### config.mk
export PLATFORM = sky130hd
export DESIGN_NAME = analog_reference_scaler
export DESIGN_NICKNAME = d
export VERILOG_FILES = /design/src/analog_reference_scaler_pkg.sv /design/src/analog_reference_scaler.sv
export SDC_FILE = /design/constraint.sdc
export NUM_CORES = 2
export LEC_CHECK = 0
export BUFFER_PORTS_ARGS = -buffer_cell sky130_fd_sc_hd__buf_2
export CAP_MARGIN = 25
export CORE_ASPECT_RATIO = 1.25
export CORE_UTILIZATION = 40
export DETAILED_ROUTE_END_ITERATION = 7
export GPL_TIMING_DRIVEN = 0
export PLACE_DENSITY = 0.6
export SLEW_MARGIN = 20
export SYNTH_ARGS = -nofsm -noshare
export SYNTH_HDL_FRONTEND = slang
export SYNTH_SLANG_ARGS = --single-unit
### constraint.sdc
create_clock -name mclk_in -period 85.2 [get_ports mclk_in]
set_input_delay 12.78 -clock mclk_in [delete_from_list [all_inputs] [get_ports mclk_in]]
set_output_delay 12.78 -clock mclk_in [all_outputs]
set_load 0.01 [all_outputs]
### src/analog_reference_scaler_pkg.sv
/*
 * Constants and types for the analog reference scaler.
 * Assumes that the parameter store presents settings as static levels.
 * Raw samples are in millivolts or microamperes.
 */
package analog_reference_scaler_pkg;

    localparam int RAW_W = 16;
    localparam int GAIN_W = 14;
    localparam int FREQ_W = 16;
    localparam int PCT_W = 32;
    localparam int PROD_W = 33;
    localparam int NUM_CH = 2;

    // Gain is held in tenths of a percent, so 1000 is a gain of 1.00.
    localparam logic [GAIN_W-1:0] GAIN_MAX = 14'h2706;
    localparam logic [GAIN_W-1:0] GAIN_FINE_LIMIT = 14'h03e8;
    localparam logic [GAIN_W-1:0] GAIN_COARSE_STEP = 14'h000a;
    localparam logic [GAIN_W-1:0] GAIN_RESET = 14'h03e8;

    localparam logic signed [7:0] OFFSET_MIN = -8'sh78;
    localparam logic signed [7:0] OFFSET_MAX = 8'sh78;
    localparam logic signed [7:0] OFFSET_RESET = 8'sh00;

    // Results are signed hundredths of a percent of full scale.
    localparam logic signed [15:0] OFFSET_TO_PCT = 16'sh0064;
    localparam logic [13:0] FULL_SCALE_PCT = 14'h2710;

    // Divisors fold range span, gain scale and percent scale together.
    localparam logic signed [PROD_W-1:0] DIV_VOLT = 33'sh0_0000_03e8;
    localparam logic signed [PROD_W-1:0] DIV_CURRENT = 33'sh0_0000_07d0;
    localparam logic signed [PROD_W-1:0] DIV_LIVE = 33'sh0_0000_0640;
    localparam logic signed [17:0] LIVE_ZERO_UA = 18'sh00fa0;

    localparam logic SIG_ZERO_BASED = 1'b0;
    localparam logic SIG_LIVE_ZERO = 1'b1;
    localparam logic [1:0] DIR_REVERSE_OK = 2'h2;

    typedef enum logic [1:0] {
        RANGE_VOLT,
        RANGE_CURRENT,
        RANGE_LIVE
    } range_t;

    typedef struct packed {
        logic [GAIN_W-1:0] gain;
        logic signed [7:0] offset;
    } scaler_cfg_t;

    typedef struct packed {
        logic [FREQ_W-1:0] freq;
        logic reverse;
    } freq_ref_t;

endpackage

### src/analog_reference_scaler.sv
/*
 * Analog input scaler that turns a sample into a frequency reference.
 * Assumes samples and settings are synchronous to mclk_in and that
 * the pot and main samples share one valid strobe.
 */
// Summary of operation
// - Signal type bit picks zero-based or live-zero.
// - Raw sample read as millivolts or microamperes.
// - Scale by gain per range, add offset.
// - Result is signed percent, feeds frequency reference.
// - Gain clamped 0 to 999, coarse steps above 99.9.
// - Offset clamped to plus or minus 120 percent.
// - Reference never below minimum frequency, zero included.
// - Negative value reverses only when permission equals two.
// - Magnitude equals fraction times maximum output frequency.
`timescale 1ns/1ps
module analog_reference_scaler (
    input wire logic mclk_in,
    input wire logic srst_in,
    input wire logic sample_valid_in,
    input wire logic [15:0] analog_input_one_raw_in,
    input wire logic [15:0] pot_input_raw_in,
    input wire logic input_signal_type_in,
    input wire logic input_is_current_in,
    input wire analog_reference_scaler_pkg::scaler_cfg_t main_cfg_in,
    input wire analog_reference_scaler_pkg::scaler_cfg_t pot_cfg_in,
    input wire logic ref_from_pot_in,
    input wire logic [15:0] minimum_frequency_in,
    input wire logic [15:0] maximum_output_frequency_in,
    input wire logic [1:0] direction_permission_in,
    output logic signed [31:0] scaled_input_percent_out,
    output analog_reference_scaler_pkg::freq_ref_t freq_ref_out,
    output logic ref_valid_out
);

    localparam int NCH = analog_reference_scaler_pkg::NUM_CH;
    localparam int PW = analog_reference_scaler_pkg::PROD_W;

    logic [15:0] raw [NCH];
    analog_reference_scaler_pkg::scaler_cfg_t cfg [NCH];
    analog_reference_scaler_pkg::range_t range_sel [NCH];
    logic signed [PW-1:0] prod_q [NCH];
    analog_reference_scaler_pkg::range_t range_q [NCH];
    logic signed [7:0] offset_q [NCH];
    logic signed [31:0] pct_q [NCH];
    logic valid1_q;
    logic valid2_q;

    // Above the fine range the gain moves in whole percent steps, so any
    // finer digits are dropped rather than rounded.
    function automatic logic [13:0] clamp_gain(input logic [13:0] g);
        logic [13:0] r;
        r = g;
        if (g > analog_reference_scaler_pkg::GAIN_MAX) begin
            r = analog_reference_scaler_pkg::GAIN_MAX;
        end else if (g >= analog_reference_scaler_pkg::GAIN_FINE_LIMIT) begin
            r = g - (g % analog_reference_scaler_pkg::GAIN_COARSE_STEP);
        end
        return r;
    endfunction

    function automatic logic signed [7:0] clamp_offset(
        input logic signed [7:0] o
    );
        logic signed [7:0] r;
        r = o;
        if (o > analog_reference_scaler_pkg::OFFSET_MAX) begin
            r = analog_reference_scaler_pkg::OFFSET_MAX;
        end else if (o < analog_reference_scaler_pkg::OFFSET_MIN) begin
            r = analog_reference_scaler_pkg::OFFSET_MIN;
        end
        return r;
    endfunction

    assign raw[0] = analog_input_one_raw_in;
    assign raw[1] = pot_input_raw_in;
    assign cfg[0] = main_cfg_in;
    assign cfg[1] = pot_cfg_in;

    // The panel potentiometer is a voltage divider, so it always uses
    // the zero-based voltage span.
    always_comb begin
        range_sel[1] = analog_reference_scaler_pkg::RANGE_VOLT;
        if (input_signal_type_in ==
                analog_reference_scaler_pkg::SIG_LIVE_ZERO) begin
            range_sel[0] = analog_reference_scaler_pkg::RANGE_LIVE;
        end else if (input_is_current_in) begin
            range_sel[0] = analog_reference_scaler_pkg::RANGE_CURRENT;
        end else begin
            range_sel[0] = analog_reference_scaler_pkg::RANGE_VOLT;
        end
    end

    genvar ch;
    generate
        for (ch = 0; ch < NCH; ch++) begin : g_chan
            logic signed [17:0] diff;
            logic signed [14:0] gain_s;
            logic signed [PW-1:0] quot;
            logic signed [23:0] off_pct;

            always_comb begin
                if (range_sel[ch] ==
                        analog_reference_scaler_pkg::RANGE_LIVE) begin
                    diff = $signed({2'b00, raw[ch]}) -
                        analog_reference_scaler_pkg::LIVE_ZERO_UA;
                end else begin
                    diff = $signed({2'b00, raw[ch]});
                end
                gain_s = $signed({1'b0, clamp_gain(cfg[ch].gain)});
            end

            always_ff @(posedge mclk_in) begin
                if (srst_in) begin
                    prod_q[ch] <= '0;
                    range_q[ch] <= analog_reference_scaler_pkg::RANGE_VOLT;
                    offset_q[ch] <= analog_reference_scaler_pkg::OFFSET_RESET;
                end else if (sample_valid_in) begin
                    // Operands are widened first; a product kept at the
                    // operand width would wrap for a full-scale sample.
                    prod_q[ch] <= PW'(diff) * PW'(gain_s);
                    range_q[ch] <= range_sel[ch];
                    offset_q[ch] <= clamp_offset(cfg[ch].offset);
                end
            end

            // Division truncates toward zero, so both signs round alike.
            always_comb begin
                case (range_q[ch])
                    analog_reference_scaler_pkg::RANGE_VOLT: begin
                        quot = prod_q[ch] /
                            analog_reference_scaler_pkg::DIV_VOLT;
                    end
                    analog_reference_scaler_pkg::RANGE_CURRENT: begin
                        quot = prod_q[ch] /
                            analog_reference_scaler_pkg::DIV_CURRENT;
                    end
                    analog_reference_scaler_pkg::RANGE_LIVE: begin
                        quot = prod_q[ch] /
                            analog_reference_scaler_pkg::DIV_LIVE;
                    end
                    default: begin
                        quot = '0;
                    end
                endcase
                off_pct = 24'(offset_q[ch]) *
                    24'(analog_reference_scaler_pkg::OFFSET_TO_PCT);
            end

            always_ff @(posedge mclk_in) begin
                if (srst_in) begin
                    pct_q[ch] <= '0;
                end else if (valid1_q) begin
                    pct_q[ch] <= 32'(quot) + 32'(off_pct);
                end
            end
        end
    endgenerate

    // The strobe travels with the data, so back-to-back samples each get
    // their own ref_valid_out pulse three cycles later.
    always_ff @(posedge mclk_in) begin
        if (srst_in) begin
            valid1_q <= 1'b0;
            valid2_q <= 1'b0;
            ref_valid_out <= 1'b0;
        end else begin
            valid1_q <= sample_valid_in;
            valid2_q <= valid1_q;
            ref_valid_out <= valid2_q;
        end
    end

    // The output stage reads the pot select, the frequency limits and the
    // permission live, so they must be steady the cycle before the update.
    logic signed [31:0] pct_sel;
    logic neg;
    logic [31:0] mag_raw;
    logic [13:0] mag;
    logic [29:0] freq_prod;
    logic [15:0] freq_scaled;
    logic [15:0] freq_final;
    logic rev;

    always_comb begin
        pct_sel = ref_from_pot_in ? pct_q[1] : pct_q[0];
        neg = pct_sel[31];
        mag_raw = neg ? 32'(-pct_sel) : 32'(pct_sel);
        rev = neg &&
            (direction_permission_in ==
             analog_reference_scaler_pkg::DIR_REVERSE_OK);
        // Without reverse permission a negative value commands zero, then the minimum floor.
        if (neg && !rev) begin
            mag = '0;
        end else if (mag_raw >
                32'(analog_reference_scaler_pkg::FULL_SCALE_PCT)) begin
            // Offsets can push past full scale; never exceed the maximum.
            mag = analog_reference_scaler_pkg::FULL_SCALE_PCT;
        end else begin
            mag = mag_raw[13:0];
        end
        // Widened before the multiply so the full product is kept.
        freq_prod = 30'(mag) * 30'(maximum_output_frequency_in);
        freq_scaled = 16'(freq_prod /
            30'(analog_reference_scaler_pkg::FULL_SCALE_PCT));
        if (freq_scaled < minimum_frequency_in) begin
            freq_final = minimum_frequency_in;
        end else begin
            freq_final = freq_scaled;
        end
    end

    always_ff @(posedge mclk_in) begin
        if (srst_in) begin
            scaled_input_percent_out <= '0;
            freq_ref_out <= '0;
        end else if (valid2_q) begin
            scaled_input_percent_out <= pct_sel;
            freq_ref_out.freq <= freq_final;
            freq_ref_out.reverse <= rev;
        end
    end

endmodule

Word-level counts from Yosys, hierarchy flattened:

Memories as Yosys holds them, arrays and structs flattened.
Cells that the tools add are included.

* register bits: 52
* latch bits: 0
* bits in writable memories: 150
* memory bits (read-only): 0
* input port bits: 116
* output and inout bits: 50
* logic and storage cells: 97
* memories: 4

* add/subtract/negate cells: 6
* multipliers: 5
* divide/modulo/power cells: 9
* $lt $le $gt $ge: 10
* equality and inequality tests: 6
* shift-type cells: 0
* mux-type cells: 38
* bitwise gates (word level): 8
* reductions and logical operators: 5

Memories
* prod_q: depth 2, width 33, rd ports 2, clocked after Yosys merged registers in 0, write ports 2, line analog_reference_scaler.sv:42 `logic signed [PW-1:0] prod_q [NCH];`
* pct_q: depth 2, width 32, rd ports 2, clocked after Yosys merged registers in 0, write ports 2, line analog_reference_scaler.sv:45 `logic signed [31:0] pct_q [NCH];`
* offset_q: depth 2, width 8, rd ports 2, clocked after Yosys merged registers in 0, write ports 2, line analog_reference_scaler.sv:44 `logic signed [7:0] offset_q [NCH];`
* range_q: depth 2, width 2, rd ports 2, clocked after Yosys merged registers in 0, write ports 2, line analog_reference_scaler.sv:43 `analog_reference_scaler_pkg::range_t range_q [NCH];`

Operators with widths (number)
* one-hot mux 32 bit (3 select lines): 2
* divider 33 x 12 -> 33 bit, second input constant: 4
* 2-to-1 mux 32 bit: 4
* 2-to-1 mux 14 bit: 6
* 2-to-1 mux 8 bit: 10
* divider 33 x 11 -> 33 bit, second input constant: 2
* 2-to-1 mux 33 bit: 2
* adder 32 x 16 -> 32 bit: 2
* multiplier 18 x 15 -> 33 bit: 1
* greater-than comparator 32 x 14 -> 1 bit, second input constant: 1
* negation 32 bit: 1
* divider 30 x 14 -> 30 bit, second input constant: 1
* multiplier 14 x 16 -> 30 bit: 1
* multiplier 16 x 14 -> 30 bit: 1
* greater-or-equal comparator 14 x 10 -> 1 bit, second input constant: 2
* greater-than comparator 14 bit, second input constant: 2
* modulo 14 x 4 -> 14 bit, second input constant: 2
* multiplier 8 x 6 -> 14 bit, second input constant: 2
* subtractor 14 bit: 2
* 2-to-1 mux 18 bit: 1
* subtractor 16 x 12 -> 17 bit, second input constant: 1
* greater-than comparator 8 bit, second input constant: 2
* < comparator 16 bit: 1
* < comparator 8 bit, second input constant: 2
* other kinds (9): 32

Logic depth before layout (Yosys ltp):

An unclocked memory read counts as a cell.

* depth after elaboration: 11
* gate-level depth with buffers: 357
* depth with buffers taken out: 331

Worst setup path after synthesis:

No wires, ideal clock.

* kind: register -> register
* from: mem range_q[0][1] (netlist name)
* to: mem pct_q[0][31], data pin
* setup time: 266 ps
* data arrival time: 59209 ps
* required time: 84934 ps
* setup slack: 25725 ps
* cell stages (with the launch flop): 333
* buffers on the path: 27
* period minus slack after synthesis: 59475 ps
* cell sequence: edfxtp_1 -> ha_1 -> inv_1 -> ha_1 -> o21a_1 -> o21a_1 -> and3_1 -> a21oi_1 -> a211oi_1 -> mux2i_1 -> inv_1 -> ha_1 -> o21ai_0 -> nand2b_1 -> and3_1 -> a211oi_2 -> o21ai_2 -> mux2_2 -> (+297 left out) -> o21bai_1 -> a21oi_1 -> o21bai_1 -> a21oi_1 -> o21bai_1 -> a21oi_1 -> o21bai_1 -> a21oi_1 -> o21bai_1 -> a21oi_1 -> nor2b_1 -> o21ai_0 -> nand2b_1 -> a21o_1 -> a21oi_1 -> xnor2_1 -> xnor2_1 -> nor2_1

RTL lines (line)
* from (decl): analog_reference_scaler.sv:43
* to (decl): analog_reference_scaler.sv:45

==> summary.md <==
| Metric | Value |
|---|---|
| Pre-antenna DRT Iters | `6` |
| I/O Buffers | `between 150 and 200` |
| Utilization after layout | `~43%` |
| Most frequent cells in the layout | `inv_1 (957), nand2_1 (848), nor2_1 (764)` |
| H-tree lvl count | `4` |
| Critical Path Slowest Stage Cell | `nor2_1` |
| Place WS | `11.75 ns` |
| Period utilization | `between 80% and 90%` |
| Vias per inst | `between 5 and 6` |
| Die X | `between 300 and 400 um` |
| Final worst slack | `approximately 11 ns` |
| Req. time, crit path | `about 85 ns` |
| CTS resizes | `0` |
| Clock Skews | `0.0189 ns` |
| Largest stage delay, worst path | `around 0.62 ns` |
| Hold Fails Final Rpt | `0` |
| Area of the core | `between 150,000 and 200,000 sq um` |
| Busiest layer in global routing | `met2` |
| Placed wire-length estimate | `between 150 and 200 mm` |
| Most common cell after layout, fill and taps aside | `inv_1` |
| Area grow syn2layout | `6.74%` |
| Vias in the first global route | `60,765` |
| Share of layout cells above drive strength 1 | `under 10%` |
| Starting Density | `40.3%` |
| Pin count of the biggest net entering global routing | `65` |
| Slew @ Worst Pin | `~1.1 ns` |
| Synth Register Bits | `between 150 and 200` |
| Gate count of the mapped netlist | `between 8,000 and 9,000` |
| Fin Setup TNS | `0 ns` |
| ANT nets after route | `0` |
| Post-CTS Hold Buffers | `0` |
| CTS sink count | `194` |
| Peak Freq | `approximately 0.013 GHz` |
| Setup crit end kind | `flop` |
| Total grt overflow | `0` |
| Worst EP arrival | `around 75 ns` |
| Post-synth EDFFs | `between 100 and 150` |
| Max-Cap Viols | `0` |
| Relative slew slack | `approximately 27%` |
| Die area | `164,000 sq um` |
| Vias | `61,738` |
| Critical setup path kind | `flop to flop` |
| Netlist cell types | `157` |
| Worst path most repeated cell | `a21oi_1` |
| Met2 GRT Util | `between 40% and 50%` |
| Clock transition at the registers of the reported paths | `approximately 0.09 ns` |
| RSZ-0062 raised after global routing | `no` |
| Critical Path Source Type | `flop` |
| Wirelength per Cell | `18.9 um` |
| Boundary Pins | `roughly 170` |
| Syn Std Cell Area | `65,100 sq um` |
| Register area share after synthesis | `under 10%` |
| TritonCTS clock tree | `built` |
| Crit Path Max Fanout | `10` |
| Period minus WS final | `74.54 ns` |
| Pins over their slew limit | `0` |
| Total Wirelength | `just over 200 mm` |
| RD Place Congestion | `0.946` |
| GRT Util Overall | `between 20 and 25%` |
| Hold Crit Class | `flop to flop` |
| Primary FF master, synth | `edfxtp_1` |
| First-pass GRT wire length | `about 330 mm` |
| Clk_lat worst skew | `approximately 0.55 ns` |
| Final setup fails | `0` |
| Routing usage on met3 | `2.34%` |
| Row count | `around 170` |
| Initial drt markers | `4,133` |
| CTS root buf | `clkbuf_16` |
| Syn. warnings | `0` |
| DRC Markers | `0` |
| Nets | `9,879` |
| Height of the die | `between 400 and 500 um` |
| Async SR Flop Fraction | `0%` |
| CTS buffer count | `17` |
| Maximum clock path buffer count | `2` |
| Postcts setup bufs | `0` |
| Status | `finished, final reports clean` |
| Mean Syn Cell Area | `between 7 and 8 sq um` |
| Initial antenna violation count | `14` |
| GR Util met1 | `between 20 and 30%` |
registers in the layout (all words and copies together) (netlist names):
register / count
pct_q: 64
prod_q: 60
scaled_input_percent_out: 32
freq_ref_out: 17
offset_q: 16
range_q: 2
ref_valid_out: 1
valid1_q: 1
valid2_q: 1
Yosys cell counts, types with 91 or more instances:
cell type,count,area [sq um]
and2_1,204,1280
o21ai_0,325,1630
xnor2_1,450,3940
nor3_1,239,1200
a21oi_1,447,2240
edfxtp_1,142,4260
or3_1,91,569
nor2_1,764,2870
mux2i_1,143,1430
xor2_1,154,1350
a21o_1,116,871
o21bai_1,92,691
clkbuf_1,246,923
nand2_1,848,3180
inv_1,959,3600
nor2b_1,115,719
nand2b_1,122,763
a211oi_1,93,698
fa_1,578,11600
nand3_1,198,991
ha_1,565,7070
per-layer routing:
layer | routed length [um] | vias up
li1 | - | 29741
met1 | 84900 | 30087
met2 | 102000 | 1543
met3 | 8210 | 353
met4 | 9300 | 14
met5 | 90 | -
final cells by class:
cell class	instances	area (sq um)
Inverter	966	3630
Timing Repair Buffer	169	905
Sequential cell	194	5310
Tap cell	2171	2720
Clock buffer	17	425
Multi-Input combinational cell	6966	55100
Antenna cell	5	12.5
Buffer	306	1250
Clock inverter	15	234
Fill cell	16554	92100
path summary, 6_finish.rpt:
| kind | from | end | slack, ns | cells after the start |
|---|---|---|---|---|
| max | prod_q[0][11] | pct_q[0][31] | 10.66 | 336 |
| min | freq_ref_out[12] | freq_ref_out[12] | 0.48 | 2 |
| max reg2reg | prod_q[0][11] | pct_q[0][31] | 10.66 | 336 |
| min reg2reg | freq_ref_out[12] | freq_ref_out[12] | 0.48 | 2 |
cells by family after synthesis:
| logic type | count (synthesis) | share of synthesized area [%] |
|---|---|---|
| AO/OA/AOI/OAI | 1921 | 20.5 |
| XOR/XNOR | 605 | 8.14 |
| adder cells (fa/ha/maj) | 1167 | 29.0 |
| buffers and inverters | 1272 | 7.48 |
| flip-flops | 194 | 8.14 |
| multiplexers | 203 | 3.29 |
| other | 1 | 0.00576 |
| AND/OR/NAND/NOR | 3060 | 23.4 |
metrics by stage:
stage	hold slack, ns	std cells	instance area, sq um
global placement	0.461	10764	68700
CTS	0.476	10801	69500
finish	0.477	10809	69500
floorplan	0.490	8432	65200
global route	0.502	10809	69500
detailed placement	0.460	10769	68800
critical path: cells and delay by family (launching register included):
kind                     cells  cell delay (ns)
AO/OA/AOI/OAI              137            27.40
XOR/XNOR                     6             1.33
buffers and inverters       36             8.85
flip-flops                   1             0.38
multiplexers                 8             2.52
adder cells (fa/ha/maj)     26             8.16
AND/OR/NAND/NOR            123            25.46
Power is not shown: default switching activity piles up to over one toggle a cycle in this logic, so the estimate is an artifact.
